`src/ahp_pkg.sv`:
```
// Package for the ATA host port pin control: shared constants and types.
// Assumes both ends run on one 125 MHz clock with active-low async reset.
package ahp_pkg;
  localparam int DATA_W = 16;
  localparam logic [1:0] MODE_PIO = 2'h0;
  localparam logic [1:0] MODE_MDMA = 2'h1;
  localparam logic [1:0] MODE_UDMA_IN = 2'h2;
  localparam logic [1:0] MODE_UDMA_OUT = 2'h3;
  localparam logic ROLE_MASTER = 1'h0;
  localparam logic ROLE_SLAVE = 1'h1;
  localparam logic [2:0] SYNC_INIT_HI = 3'h7;
  localparam int STRAP_WAIT_CYC = 4;
  localparam logic [2:0] STRAP_WAIT = 3'h4;
  typedef enum logic [1:0]
  {
    AHP_IDLE = 2'b00,
    AHP_REQ = 2'b01,
    AHP_XFER = 2'b10
  } ahp_dev_state_t;
endpackage

```
`src/ahp_if.sv`:
```
// Interface joining the host and device ends of the ATA pin control.
// Assumes each end reads the other's data output directly; no shared data bus is resolved.
`timescale 1ns/10ps
interface ahp_if;
  logic dma_req;
  logic dma_ack_n;
  logic alt_register_select_n;
  logic command_block_select_n;
  logic read_strobe_n;
  logic write_strobe_n;
  logic strap_n;
  logic [15:0] dev_data_o;
  logic dev_data_oe;
  logic [15:0] host_data_o;
  logic host_data_oe;
  modport device
  (
    output dma_req,
    input dma_ack_n,
    input alt_register_select_n,
    input command_block_select_n,
    input read_strobe_n,
    input write_strobe_n,
    input strap_n,
    output dev_data_o,
    output dev_data_oe,
    input host_data_o,
    input host_data_oe
  );
  modport host
  (
    input dma_req,
    output dma_ack_n,
    output alt_register_select_n,
    output command_block_select_n,
    output read_strobe_n,
    output write_strobe_n,
    output strap_n,
    input dev_data_o,
    input dev_data_oe,
    output host_data_o,
    output host_data_oe
  );
endinterface

```
`src/ahp_device.sv`:
```
// Device end: DMA request, alternate register routing, strap role,
// and mode-dependent read strobe / host-ready handling.
// Assumes host pins are asynchronous; strobes, alternate select, acknowledge and strap are resynchronised here, write data is not.
`timescale 1ns/10ps
// Function
// - Host acknowledges a requested DMA transfer
// - Device requests DMA when data ready
// - Alternate select routes status/control registers
// - Pulled-up strap: low master, open slave
// - Strap level fixed across power cycle
// - Read data driven only during strobe
// - Read pin meaning follows transfer mode
// - Host-ready asserted during UDMA read
// - Negated host-ready pauses data sending
module ahp_device
(
  input wire logic clk,
  input wire logic nrst,
  ahp_if.device bus,
  input wire logic [1:0] mode,
  input wire logic data_ready,
  input wire logic [15:0] fifo_data,
  input wire logic [15:0] task_data,
  input wire logic [15:0] alt_status,
  output logic fifo_pop,
  output logic [7:0] dev_ctrl,
  output logic is_slave,
  output logic role_valid
);
  logic [2:0] ack_sync_ff, nxt_ack_sync;
  logic [2:0] rd_sync_ff, nxt_rd_sync;
  logic [2:0] alt_sync_ff, nxt_alt_sync;
  logic [2:0] wr_sync_ff, nxt_wr_sync;
  logic [2:0] strap_sync_ff, nxt_strap_sync;
  logic ack_ff, nxt_ack;
  logic rd_ff, nxt_rd;
  logic alt_ff, nxt_alt;
  logic wr_ff, nxt_wr;
  logic dma_req_ff, nxt_dma_req;
  logic [15:0] dout_ff, nxt_dout;
  logic oe_ff, nxt_oe;
  logic pop_ff, nxt_pop;
  logic [7:0] ctrl_ff, nxt_ctrl;
  logic slave_ff, nxt_slave;
  logic role_ok_ff, nxt_role_ok;
  logic [2:0] wait_ff, nxt_wait;
  ahp_pkg::ahp_dev_state_t state_ff, nxt_state;
  logic udma_in, rd_fall, wr_rise;

  // Settled level once stages two and three agree
  function automatic logic settle(input logic [2:0] s, input logic prev);
    settle = (s[1] == s[2]) ? s[2] : prev;
  endfunction

  always_comb
  begin
    nxt_ack_sync = {ack_sync_ff[1:0], bus.dma_ack_n};
    nxt_rd_sync = {rd_sync_ff[1:0], bus.read_strobe_n};
    nxt_alt_sync = {alt_sync_ff[1:0], bus.alt_register_select_n};
    nxt_wr_sync = {wr_sync_ff[1:0], bus.write_strobe_n};
    nxt_strap_sync = {strap_sync_ff[1:0], bus.strap_n};
    nxt_ack = !settle(ack_sync_ff, !ack_ff);
    nxt_rd = !settle(rd_sync_ff, !rd_ff);
    nxt_alt = !settle(alt_sync_ff, !alt_ff);
    nxt_wr = !settle(wr_sync_ff, !wr_ff);
  end

  always_comb
  begin
    udma_in = (mode == ahp_pkg::MODE_UDMA_IN);
    // First cycle of a seen strobe: one pop per strobe
    rd_fall = rd_ff && !oe_ff;
    wr_rise = !nxt_wr && wr_ff;
    nxt_state = state_ff;
    nxt_dma_req = dma_req_ff;
    nxt_pop = 1'h0;
    nxt_dout = dout_ff;
    nxt_oe = 1'h0;
    nxt_ctrl = ctrl_ff;
    nxt_wait = wait_ff;
    nxt_slave = slave_ff;
    nxt_role_ok = role_ok_ff;
    // Sample the strap once; later strap moves are ignored
    if (!role_ok_ff)
    begin
      if (wait_ff == ahp_pkg::STRAP_WAIT)
      begin
        // Open pin reads high through the pull-up: slave
        nxt_slave = settle(strap_sync_ff, slave_ff) ? ahp_pkg::ROLE_SLAVE
                                                    : ahp_pkg::ROLE_MASTER;
        nxt_role_ok = 1'h1;
      end
      else
        nxt_wait = wait_ff + 3'h1;
    end
    // Alternate select: reads alt status, writes device control
    if (alt_ff && wr_rise)
      nxt_ctrl = bus.host_data_o[7:0];
    case (state_ff)
      ahp_pkg::AHP_IDLE:
      begin
        if (data_ready && mode != ahp_pkg::MODE_PIO)
        begin
          nxt_dma_req = 1'h1;
          nxt_state = ahp_pkg::AHP_REQ;
        end
      end
      ahp_pkg::AHP_REQ:
      begin
        if (!data_ready)
        begin
          nxt_dma_req = 1'h0;
          nxt_state = ahp_pkg::AHP_IDLE;
        end
        else if (ack_ff)
          nxt_state = ahp_pkg::AHP_XFER;
      end
      ahp_pkg::AHP_XFER:
      begin
        if (!ack_ff || !data_ready)
        begin
          nxt_dma_req = 1'h0;
          nxt_state = ahp_pkg::AHP_IDLE;
        end
        else if (udma_in && rd_ff)
        begin
          // Host-ready negated is a pause: data flows only while ready
          nxt_oe = 1'h1;
          nxt_dout = fifo_data;
          nxt_pop = 1'h1;
        end
      end
      default:
      begin
        nxt_state = ahp_pkg::AHP_IDLE;
        nxt_dma_req = 1'h0;
      end
    endcase
    // Outside UDMA-in (PIO, MDMA and UDMA-out) the pin is a read strobe gating data out
    if (!udma_in && rd_ff)
    begin
      nxt_oe = 1'h1;
      if (alt_ff)
        nxt_dout = alt_status;
      else if (state_ff == ahp_pkg::AHP_XFER && ack_ff)
      begin
        nxt_dout = fifo_data;
        nxt_pop = rd_fall;
      end
      else
        nxt_dout = task_data;
    end
  end

  always_ff @(posedge clk or negedge nrst)
  begin
    if (!nrst)
    begin
      ack_sync_ff <= ahp_pkg::SYNC_INIT_HI;
      rd_sync_ff <= ahp_pkg::SYNC_INIT_HI;
      alt_sync_ff <= ahp_pkg::SYNC_INIT_HI;
      wr_sync_ff <= ahp_pkg::SYNC_INIT_HI;
      strap_sync_ff <= ahp_pkg::SYNC_INIT_HI;
      ack_ff <= 1'h0;
      rd_ff <= 1'h0;
      alt_ff <= 1'h0;
      wr_ff <= 1'h0;
    end
    else
    begin
      ack_sync_ff <= nxt_ack_sync;
      rd_sync_ff <= nxt_rd_sync;
      alt_sync_ff <= nxt_alt_sync;
      wr_sync_ff <= nxt_wr_sync;
      strap_sync_ff <= nxt_strap_sync;
      ack_ff <= nxt_ack;
      rd_ff <= nxt_rd;
      alt_ff <= nxt_alt;
      wr_ff <= nxt_wr;
    end
  end

  always_ff @(posedge clk or negedge nrst)
  begin
    if (!nrst)
    begin
      state_ff <= ahp_pkg::AHP_IDLE;
      dma_req_ff <= 1'h0;
      dout_ff <= 16'h0000;
      oe_ff <= 1'h0;
      pop_ff <= 1'h0;
      ctrl_ff <= 8'h00;
      slave_ff <= 1'h0;
      role_ok_ff <= 1'h0;
      wait_ff <= 3'h0;
    end
    else
    begin
      state_ff <= nxt_state;
      dma_req_ff <= nxt_dma_req;
      dout_ff <= nxt_dout;
      oe_ff <= nxt_oe;
      pop_ff <= nxt_pop;
      ctrl_ff <= nxt_ctrl;
      slave_ff <= nxt_slave;
      role_ok_ff <= nxt_role_ok;
      wait_ff <= nxt_wait;
    end
  end

  assign bus.dma_req = dma_req_ff;
  assign bus.dev_data_o = dout_ff;
  assign bus.dev_data_oe = oe_ff;
  assign fifo_pop = pop_ff;
  assign dev_ctrl = ctrl_ff;
  assign is_slave = slave_ff;
  assign role_valid = role_ok_ff;
endmodule // ahp_device

```
`src/flat_wrapper.sv`:
```
// flat-port wrapper written by rule: the top's interface ports become plain ports
module ahp_device_flat 
  (clk, nrst, mode, data_ready, fifo_data, task_data, alt_status, fifo_pop, dev_ctrl, is_slave, role_valid, bus_dma_req, bus_dma_ack_n, bus_alt_register_select_n, bus_command_block_select_n, bus_read_strobe_n, bus_write_strobe_n, bus_strap_n, bus_dev_data_o, bus_dev_data_oe, bus_host_data_o, bus_host_data_oe);
  ahp_if bus_i ();
  input wire logic clk;
  input wire logic nrst;
  input wire logic [1:0] mode;
  input wire logic data_ready;
  input wire logic [15:0] fifo_data;
  input wire logic [15:0] task_data;
  input wire logic [15:0] alt_status;
  output logic fifo_pop;
  output logic [7:0] dev_ctrl;
  output logic is_slave;
  output logic role_valid;
  output wire logic [$bits(bus_i.dma_req)-1:0] bus_dma_req;
  input wire logic [$bits(bus_i.dma_ack_n)-1:0] bus_dma_ack_n;
  input wire logic [$bits(bus_i.alt_register_select_n)-1:0] bus_alt_register_select_n;
  input wire logic [$bits(bus_i.command_block_select_n)-1:0] bus_command_block_select_n;
  input wire logic [$bits(bus_i.read_strobe_n)-1:0] bus_read_strobe_n;
  input wire logic [$bits(bus_i.write_strobe_n)-1:0] bus_write_strobe_n;
  input wire logic [$bits(bus_i.strap_n)-1:0] bus_strap_n;
  output wire logic [$bits(bus_i.dev_data_o)-1:0] bus_dev_data_o;
  output wire logic [$bits(bus_i.dev_data_oe)-1:0] bus_dev_data_oe;
  input wire logic [$bits(bus_i.host_data_o)-1:0] bus_host_data_o;
  input wire logic [$bits(bus_i.host_data_oe)-1:0] bus_host_data_oe;
  assign bus_dma_req = bus_i.dma_req;
  assign bus_i.dma_ack_n = bus_dma_ack_n;
  assign bus_i.alt_register_select_n = bus_alt_register_select_n;
  assign bus_i.command_block_select_n = bus_command_block_select_n;
  assign bus_i.read_strobe_n = bus_read_strobe_n;
  assign bus_i.write_strobe_n = bus_write_strobe_n;
  assign bus_i.strap_n = bus_strap_n;
  assign bus_dev_data_o = bus_i.dev_data_o;
  assign bus_dev_data_oe = bus_i.dev_data_oe;
  assign bus_i.host_data_o = bus_host_data_o;
  assign bus_i.host_data_oe = bus_host_data_oe;
  ahp_device u_core (.clk(clk), .nrst(nrst), .bus(bus_i), .mode(mode), .data_ready(data_ready), .fifo_data(fifo_data), .task_data(task_data), .alt_status(alt_status), .fifo_pop(fifo_pop), .dev_ctrl(dev_ctrl), .is_slave(is_slave), .role_valid(role_valid));
endmodule
```
`config.mk`:
```
export PLATFORM = sky130hd
export DESIGN_NAME = ahp_device_flat
export DESIGN_NICKNAME = d
export VERILOG_FILES = /design/src/ahp_pkg.sv /design/src/ahp_if.sv /design/src/ahp_device.sv /design/src/flat_wrapper.sv
export SDC_FILE = /design/constraint.sdc
export NUM_CORES = 1
export LEC_CHECK = 0
export ABC_CLOCK_PERIOD_IN_PS = 1850
export BUFFER_PORTS_ARGS = -buffer_cell sky130_fd_sc_hd__buf_2
export CORE_AREA = 4 4 81 83
export DETAILED_ROUTE_END_ITERATION = 8
export DIE_AREA = 0 0 85 87
export PLACE_DENSITY = 0.87
export REMOVE_ABC_BUFFERS = 1
export SYNTH_ARGS = -nofsm -noshare
export SYNTH_HDL_FRONTEND = slang
export SYNTH_SLANG_ARGS = --single-unit
```
`constraint.sdc`:
```
create_clock -name clk -period 1.85 [get_ports clk]
set_clock_uncertainty 0.05 [all_clocks]
set_input_delay 0.185 -clock clk [delete_from_list [all_inputs] [get_ports clk]]
set_output_delay 0.185 -clock clk [all_outputs]
set_load 0.05 [all_outputs]
```
==> impl_metrics.yaml, run 1 <==
job:
  maxCapViolations: 0
detailed_routing:
  vias: 2527
  finalWirelength_um: 7630
  drtAntennaViolNets: 0
  detailedRoute.firstPassIterationCount: 4
  drtIter0Drc: 289
  wl_per_cell_um: 18.1
  remaining_drc_errors: 0
  via_per_inst: 6.00
worst_setup_path:
  critPathArrivalTime_ps: 1810
  max_stage_delay_ps: 650
  worst-path-buf-inv: 1
  endpoint_kind: "flip-flop"
  required_ps: 1990
  crit_chain: "buf_4 > and4b_1 > a211oi_1 > o211ai_1"
  crit_fanout: 16
  crit_type: "reg2reg"
  worst_path_max_delay_cell: "dfrtp_1"
  cp-start-kind: "flip-flop"
  crit_family: "flip-flops"
clock_tree:
  clockBufferDepth: 2
  clock_sinks: 53
  htree_levels: 2
  post_cts_buffers: 0
  post_cts_resized: 0
  cts-root-buf: "clkbuf_8"
  cts_inserted_buffers: 5
  cts_tree: "yes"
  clk_latency_ps: 310
  clkTransAtPathRegs_ps: 110
logic_synthesis:
  synth_compound_area_share_pct: 21.7
  syn_area_sq_um: 2800
  synth.area.top_cells: "dfrtp_1 (34%), dfstp_2 (14%), and4b_1 (6.1%)"
  syn_inst: 253
  ys_warn_count: 0
  synthAdderAreaFrac_pct: 0.894
  synth_top_area_share_pct: 34.0
  synth.distinct_cells: 36
  synth_simple_gate_area_share_pct: 18.4
  synth-xor-area-share_pct: 0.938
  synth_area_leader_cell: "dfrtp_1"
  yosysSeqAreaShare_pct: 48.0
  syn_area_per_cell_sq_um: 11.1
  synth_top_family_by_area: "compound AO/OA/AOI/OAI gates"
  synth_seq_cells: 53
  muxShareOfSynthArea_pct: 3.22
worst_hold_path:
  hold_class: "in2reg"
sta:
  worst_pin_slew_ps: 717
  setup_violations: 0
  hold_viol_final: 0
  period_needed_ps: 1670
  fin_setup_tns_ps: 0
  max_freq_mhz: 598
  rsz0062_at_grt: "false"
  finalMaxSlewViolations: 0
  slew_headroom_pct: 52.2
  worst_hold_slack_ps: 21.1
  fin_crit_sh_pct: 90.4
place:
  routabilityCongestion: 0.858
  port_buffers: 94
  dp_hpwl_um: 5280
  placed_area_sq_um: 3320
pwr:
  vdd_ir_drop_max_uv: 488
  power_density_nw_per_um2: 987
  cellLeakagePower_nw: 1.57
global_routing:
  grt_max_degree: 35
  antenna_found_initial: 1
  grt_pass1_wl_um: 12500
  grt.total_usage_pct: 21.1
  overflow: 0
  grt_pass1_vias: 2559
layout:
  fin_nets: 423
  diodes: 0
  fin_util_pct: 59.4
  final_cell_mix: "buf_2 (94), dfrtp_1 (38), nand2b_1 (18)"
  layout-drive-gt1-share_pct: 39.0
  final_cell_area_sq_um: 3480
  area_growth_pct: 24.1
  final_common_cell: "buf_2"
floorplan:
  die_h_um: 87
  start_util_pct: 47.9
  num_rows: 28
  die-area_sq_um: 7400
  fp.dieW_um: 85
  design.core.area_sq_um: 5850
  pin_count: 105
status:
  outcome: "finished, final reports clean"
## cells by family after synthesis
logic type               Yosys count
AND/OR/NAND/NOR                   75
XOR/XNOR                           3
AO/OA/AOI/OAI                     78
flip-flops                        53
adder cells (fa/ha/maj)            2
multiplexers                       8
buffers and inverters             34
## cell type report
class                      count  area, sq um
clock buffer                   5         68.8
sequential                    53         1350
inverter                       7         26.3
timing repair buffer         112          646
multi-input combinational    166         1270
fill                         485         2370
clock inverter                 3         28.8
tap                           75         93.8
## sequential cells by signal, indices dropped and copies added, names as in the netlist, 2 cells and up, named ones only
| signal | cells |
|---|---|
| u_core.strap_sync_ff | 3 |
| u_core.alt_sync_ff | 3 |
| u_core.rd_sync_ff | 3 |
| u_core.state_ff | 2 |
| u_core.wr_sync_ff | 3 |
| u_core.bus.dev_data_o | 16 |
| u_core.dev_ctrl | 8 |
| u_core.wait_ff | 3 |
| u_core.ack_sync_ff | 3 |
## metal layers
| layer | share of wire [%] | track usage, % | up-vias |
|---|---|---|---|
| met1 | 38 | 26.1 | 1203 |
| li1 | - | - | 1169 |
| met5 | 0.16 | 0 | - |
| met3 | 11 | 7.47 | 16 |
| met2 | 50 | 35.2 | 137 |
| met4 | 1.7 | 5.76 | 2 |
## metrics by stage
stage,total power [mW],cells,worst slack (ps)
floorplan,2.31,226,14.7
global placement,2.70,407,268
detailed placement,2.73,407,202
CTS,3.45,421,172
global route,3.60,421,12.8
finish,3.43,421,177
## power by group
part | internal (mW) | switching, mW | leakage (nW)
clock network | 0.284 | 0.431 | 0.0506
logic | 0.373 | 0.883 | 0.916
registers | 1.34 | 0.117 | 0.605
## timing repair
| item | CTS | global route |
|---|---|---|
| hold buffers | 6 | 0 |
| endpoints found under the hold margin | 19 | 0 |
| endpoints found under the setup margin | 0 | 0 |
## synthesized netlist by cell type
| cell | instances |
|---|---|
| dfrtp_1 | 38 |
| nand2b_1 | 18 |
| and4b_1 | 17 |
| a211oi_1 | 16 |
| nand3_1 | 16 |
| o2111ai_1 | 16 |
| o211ai_1 | 16 |
| o221ai_1 | 16 |
| dfstp_2 | 15 |
| buf_2 | 14 |
| nand2_1 | 13 |
| mux2_1 | 8 |
| buf_4 | 6 |
| inv_1 | 6 |
| o21ai_0 | 6 |
| clkbuf_1 | 4 |
| buf_6 | 3 |
| xnor2_1 | 3 |
| a21oi_1 | 2 |
| ha_1 | 2 |
| nand3b_4 | 2 |
| nor2_1 | 2 |
| a2111oi_0 | 1 |
| a21o_1 | 1 |
| and2_1 | 1 |
| and3b_1 | 1 |
| inv_2 | 1 |
| nand2_4 | 1 |
| nand4_2 | 1 |
| nor2b_1 | 1 |
| nor3_1 | 1 |
| o22ai_1 | 1 |
| o2bb2ai_1 | 1 |
| o311ai_0 | 1 |
| o31ai_1 | 1 |
| or3_1 | 1 |
## worst paths after layout
check,from,end,slack (ps),cells past startpoint
max,u_core.state_ff[0]$_DFFE_PN0P_,u_core.bus.dev_data_o[15]$_DFFE_PN0P_,180,4
min,bus_host_data_o[0],u_core.dev_ctrl[0]$_DFFE_PN0P_,20,2
max reg2reg,u_core.state_ff[0]$_DFFE_PN0P_,u_core.bus.dev_data_o[15]$_DFFE_PN0P_,180,4
min reg2reg,u_core.rd_sync_ff[0]$_DFF_PN1_,u_core.rd_sync_ff[1]$_DFF_PN1_,310,0
max in group asynchronous,nrst,u_core.ack_sync_ff[2]$_DFF_PN1_,810,3
min in group asynchronous,nrst,u_core.wait_ff[0]$_DFFE_PN0P_,320,2
Power figures use the tool's default switching activity.
==> inputs of run 2 (changes only) <==
--- a/config.mk
+++ b/config.mk
@@ -7,11 +7,12 @@
 export LEC_CHECK = 0
 export ABC_CLOCK_PERIOD_IN_PS = 1850
 export BUFFER_PORTS_ARGS = -buffer_cell sky130_fd_sc_hd__buf_2
-export CORE_AREA = 4 4 81 83
+export CORE_AREA = 4 4 89 91
 export DETAILED_ROUTE_END_ITERATION = 8
-export DIE_AREA = 0 0 85 87
-export PLACE_DENSITY = 0.87
+export DIE_AREA = 0 0 93 95
+export PLACE_DENSITY = 0.75
 export REMOVE_ABC_BUFFERS = 1
 export SYNTH_ARGS = -nofsm -noshare
 export SYNTH_HDL_FRONTEND = slang
 export SYNTH_SLANG_ARGS = --single-unit
+export TNS_END_PERCENT = 10
==> impl_metrics.yaml, run 2 (synthesis gave the netlist of run 1 again) <==
worst_setup_path:
  crit_family: "flip-flops"
  worst-path-buf-inv: 1
  required_ps: 1990
  path_depth: 3
  reg2regPathDepth: 3
  rrSetupSlack_ps: 310
  cp-start-kind: "flip-flop"
  crit_chain: "inv_2 > o2111ai_1 > o211ai_1"
  endpoint_kind: "flip-flop"
  worst_path_max_delay_cell: "dfrtp_1"
  max_stage_delay_ps: 610
  crit_fanout: 33
  critPathArrivalTime_ps: 1680
  crit_type: "reg2reg"
place:
  port_buffers: 94
  dp_hpwl_um: 5320
  place_ws_ps: 343
  routabilityCongestion: 0.781
  placed_cells: 434
detailed_routing:
  via_per_inst: 5.64
  vias: 2525
  drtIter0Drc: 177
  finalWirelength_um: 7620
  detailedRoute.firstPassIterationCount: 6
  drtAntennaViolNets: 0
  remaining_drc_errors: 0
  wl_per_cell_um: 17.0
layout:
  final_common_cell: "buf_2"
  diodes: 0
  layout-drive-gt1-share_pct: 39.3
  area_growth_pct: 25.7
  final_cell_mix: "buf_2 (94), dfrtp_1 (38), nand2b_1 (18)"
  final_cells: 448
  largest_reg_flops: 16
  fin_nets: 426
clock_tree:
  clk_latency_ps: 310
  post_cts_resized: 0
  htree_levels: 2
  cts_inserted_buffers: 5
  cts_hold_buf: 6
  post_cts_buffers: 0
  cts-root-buf: "clkbuf_8"
  clockBufferDepth: 2
  clkTransAtPathRegs_ps: 100
  clock_sinks: 53
  cts_tree: "yes"
pwr:
  vdd_ir_drop_max_uv: 338
  cellLeakagePower_nw: 1.58
  power_frac_clock_pct: 19.7
  intPower_mw: 1.99
  power_mw: 3.38
  p_sw_mw: 1.39
  seqPwrFrac_pct: 43.1
  power_density_nw_per_um2: 961
  p_comb_share_pct: 37.2
  netSwitchingFraction_pct: 41.1
sta:
  slew_headroom_pct: 64.3
  period_needed_ps: 1540
  setup_violations: 0
  hold_viol_final: 0
  worst_pin_slew_ps: 535
  fin_crit_sh_pct: 83.3
  rsz0062_at_grt: "false"
  max_freq_mhz: 649
  worst_slack_ps: 310
  finalMaxSlewViolations: 0
  fin_setup_tns_ps: 0
floorplan:
  design.core.area_sq_um: 7140
  num_rows: 31
  pin_count: 105
  die-area_sq_um: 8840
  start_util_pct: 39.2
  die_h_um: 95
  fp.dieW_um: 93
status:
  outcome: "finished, final reports clean"
global_routing:
  grt.total_usage_pct: 17.7
  antenna_found_initial: 0
  grt_max_degree: 36
  overflow: 0
  grt_pass1_vias: 2527
  grt_pass1_wl_um: 12400
worst_hold_path:
  whs_path_depth: 2
  hold_class: "in2reg"
job:
  maxCapViolations: 0
-- run 2: final cells by class --
cell class                      count  area, sq um
Multi-Input combinational cell    166         1270
Clock buffer                        5         68.8
Tap cell                           99          124
Clock inverter                      3         21.3
Timing Repair Buffer              115          668
Sequential cell                    53         1350
Inverter                            7         26.3
Fill cell                         691         3620
-- run 2: worst paths after layout --
check | from | to
min reg2reg | u_core.ack_sync_ff[0]$_DFF_PN1_ | u_core.ack_sync_ff[1]$_DFF_PN1_
max in group asynchronous | nrst | u_core.alt_sync_ff[2]$_DFF_PN1_
max reg2reg | flip-flop | u_core.bus.dev_data_o[13]$_DFFE_PN0P_
min in group asynchronous | nrst | u_core.dev_ctrl[5]$_DFFE_PN0P_
max | flip-flop | u_core.bus.dev_data_o[13]$_DFFE_PN0P_
min | bus_host_data_o[1] | u_core.dev_ctrl[1]$_DFFE_PN0P_
-- run 2: per-stage QoR --
stage	instance area, sq um	hold WS [ps]	util (%)
2_1_floorplan	2640	-161	-
3_3_place_gp	3370	117	47.2
3_5_place_dp	3370	135	47.2
4_1_cts	3520	24.3	49.3
5_1_grt	3520	28.4	49.3
6_report	3520	30.1	49.3
-- run 2: power by group through the flow --
stage	combinational, mW	clock [mW]	sequential [mW]
final	1.26	0.667	1.46
after global routing	1.35	0.733	1.48
after CTS	1.27	0.689	1.46
after detailed placement	1.26	0	1.48
after global placement	1.24	0	1.47
after floorplan	0.304	0	2.00
-- run 2: per-layer routing --
layer	vias to the layer above	GRT usage (%)	share of wire [%]
li1	1175	-	-
met1	1216	22.8	40
met2	125	28.9	49
met3	9	5.34	9.7
met4	0	4.76	1.3
met5	-	0	0
==> inputs of run 3 (changes only) <==
--- a/config.mk
+++ b/config.mk
@@ -5,12 +5,12 @@
 export SDC_FILE = /design/constraint.sdc
 export NUM_CORES = 1
 export LEC_CHECK = 0
-export ABC_CLOCK_PERIOD_IN_PS = 1850
+export ABC_CLOCK_PERIOD_IN_PS = 1300
 export BUFFER_PORTS_ARGS = -buffer_cell sky130_fd_sc_hd__buf_2
 export CORE_AREA = 4 4 89 91
 export DETAILED_ROUTE_END_ITERATION = 8
 export DIE_AREA = 0 0 93 95
-export PLACE_DENSITY = 0.75
+export PLACE_DENSITY = 0.78
 export REMOVE_ABC_BUFFERS = 1
 export SYNTH_ARGS = -nofsm -noshare
 export SYNTH_HDL_FRONTEND = slang
==> constraint.sdc (replaced) <==
create_clock -name clk -period 1.3 [get_ports clk]
set_clock_uncertainty 0.05 [all_clocks]
set_input_delay 0.13 -clock clk [delete_from_list [all_inputs] [get_ports clk]]
set_output_delay 0.13 -clock clk [all_outputs]
set_load 0.05 [all_outputs]
==> impl_metrics.yaml, run 3 (synthesis gave the netlist of run 1 again) <==
status:
  outcome: "complete, but fails checks"
  violations: "setup timing"
sta:
  worst_slack_ps: -43.9
  fin_crit_sh_pct: 103
  fin_setup_tns_ps: -463
  worst_pin_slew_ps: 329
  hold_viol_final: 0
  max_freq_mhz: 744
  finalMaxSlewViolations: 0
  slew_headroom_pct: 77.5
  worst_hold_slack_ps: 62.7
  period_needed_ps: 1340
  rsz0062_at_grt: "true"
  setup_violations: 16
worst_setup_path:
  r2r-start: "u_core.state_ff[0]$_DFFE_PN0P_"
  critPathArrivalTime_ps: 1470
  endpoint_kind: "flip-flop"
  required_ps: 1430
  crit_fanout: 8
  crit_type: "reg2reg"
  reg2regPathDepth: 3
  cp-start-kind: "flip-flop"
  rrSetupSlack_ps: -40
  rr_endpoint: "u_core.bus.dev_data_o[0]$_DFFE_PN0P_"
detailed_routing:
  detailedRoute.firstPassIterationCount: 5
  finalWirelength_um: 7970
  remaining_drc_errors: 0
  drtIter0Drc: 193
  vias: 2584
  via_per_inst: 5.46
  wl_per_cell_um: 16.8
  drtAntennaViolNets: 0
pwr:
  vdd_ir_drop_max_uv: 471
  power_mw: 4.95
  cellLeakagePower_nw: 1.73
  power_density_nw_per_um2: 1290
global_routing:
  grt_pass1_wl_um: 13000
  grt_pass1_vias: 2606
  overflow: 0
  grt.total_usage_pct: 18.4
  antenna_found_initial: 0
  grt_max_degree: 54
job:
  maxCapViolations: 0
floorplan:
  num_rows: 31
  pin_count: 105
  design.core.area_sq_um: 7140
  fp.dieW_um: 93
  start_util_pct: 39.2
  die-area_sq_um: 8840
  die_h_um: 95
layout:
  fin_nets: 451
  area.sequential_sq_um: 1350
  multi_input_comb_area_sq_um: 1360
  largest_reg_flops: 16
  layout-drive-gt1-share_pct: 45.5
  final_cell_area_sq_um: 3840
  area_growth_pct: 37.3
  diodes: 0
  fillers: 643
  final_cell_mix: "buf_2 (94), dfrtp_1 (35), buf_4 (24)"
  final_common_cell: "buf_2"
place:
  place_ws_ps: -123
  port_buffers: 94
  routabilityCongestion: 0.771
  placed_area_sq_um: 3510
  dp_hpwl_um: 5580
clock_tree:
  clk_latency_ps: 300
  clock_sinks: 53
  cts_tree: "yes"
  cts-root-buf: "clkbuf_8"
  cts_inserted_buffers: 5
  clockBufferDepth: 2
  clkTransAtPathRegs_ps: 100
  htree_levels: 2
worst_hold_path:
  whs_path_depth: 3
  hold_path_end: "u_core.bus.dev_data_o[5]$_DFFE_PN0P_"
  min_from: "fifo_data[5]"
  hold_class: "in2reg"
==> run 3: cell count changes in the layout (fill, tap and decap cells not counted), moves of 2 or more <==
cell	delta
a211oi_2	+5
dfrtp_1	-3
dfrtp_2	+3
buf_6	+3
a211oi_1	-6
buf_4	+11
a21oi_1	-2
a21oi_2	+2
dlygate4sd3_1	+8
buf_12	+2
clkinv_2	+2
==> run 3: stage by stage <==
stage          util [%]  std cells
2_1_floorplan         -        226
3_3_place_gp       49.2        449
3_5_place_dp       49.2        449
4_1_cts            53.2        472
5_1_grt            53.9        473
6_report           53.9        473
==> run 3: worst max path at each step <==
stage	to	startpoint	slack, ps
final	u_core.bus.dev_data_o[0]$_DFFE_PN0P_	u_core.state_ff[0]$_DFFE_PN0P_	-40
after global routing	u_core.bus.dev_data_o[9]$_DFFE_PN0P_	u_core.state_ff[1]$_DFFE_PN0P_	-130
after CTS	u_core.bus.dev_data_o[0]$_DFFE_PN0P_	flip-flop	-40
after detailed placement	u_core.bus.dev_data_o[9]$_DFFE_PN0P_	u_core.state_ff[0]$_DFFE_PN0P_	-120
after global placement	u_core.bus.dev_data_o[9]$_DFFE_PN0P_	u_core.state_ff[0]$_DFFE_PN0P_	-110
after floorplan	u_core.bus.dev_data_o[0]$_DFFE_PN0P_	mode[1]	-480
==> run 3: final cells by class <==
cell class / count / area share, %
repair buffers: 139 / 23.5
clock inverters: 3 / 0.456
flip-flops and latches: 53 / 35.1
inverters: 7 / 0.683
well taps: 99 / 3.22
clock buffers: 5 / 1.79
multi-input cells: 167 / 35.2
==> run 3: per-layer routing <==
layer  routed length (um)  vias up  GRT usage [%]
met1                 2960     1231           23.4
met3                  799       10           5.34
met2                 4100      116           30.7
met4                  103        0           5.37
li1                     -     1227              -
met5                    0        -              0
==> run 3: timing repair <==
item | CTS | global route
resized for setup | 11 | 11
setup endpoints to repair | 24 | 28
gates cloned | 1 | 0
pin swaps | 2 | 1
setup buffers | 1 | 0
hold endpoints to repair | 50 | 1
hold buffers | 13 | 1
==> run 3: worst max-delay path: stages, from the launching register on <==
cell and delay, ps:
dfrtp_2 470, nand3b_4 280, a211oi_4 290, o211ai_1 130
==> run 3: where the power goes <==
part / switching (mW) / leakage [nW] / internal (mW)
Clock: 0.535 / 0.0439 / 0.373
Sequential: 0.153 / 0.601 / 1.91
Combinational: 1.31 / 1.08 / 0.657
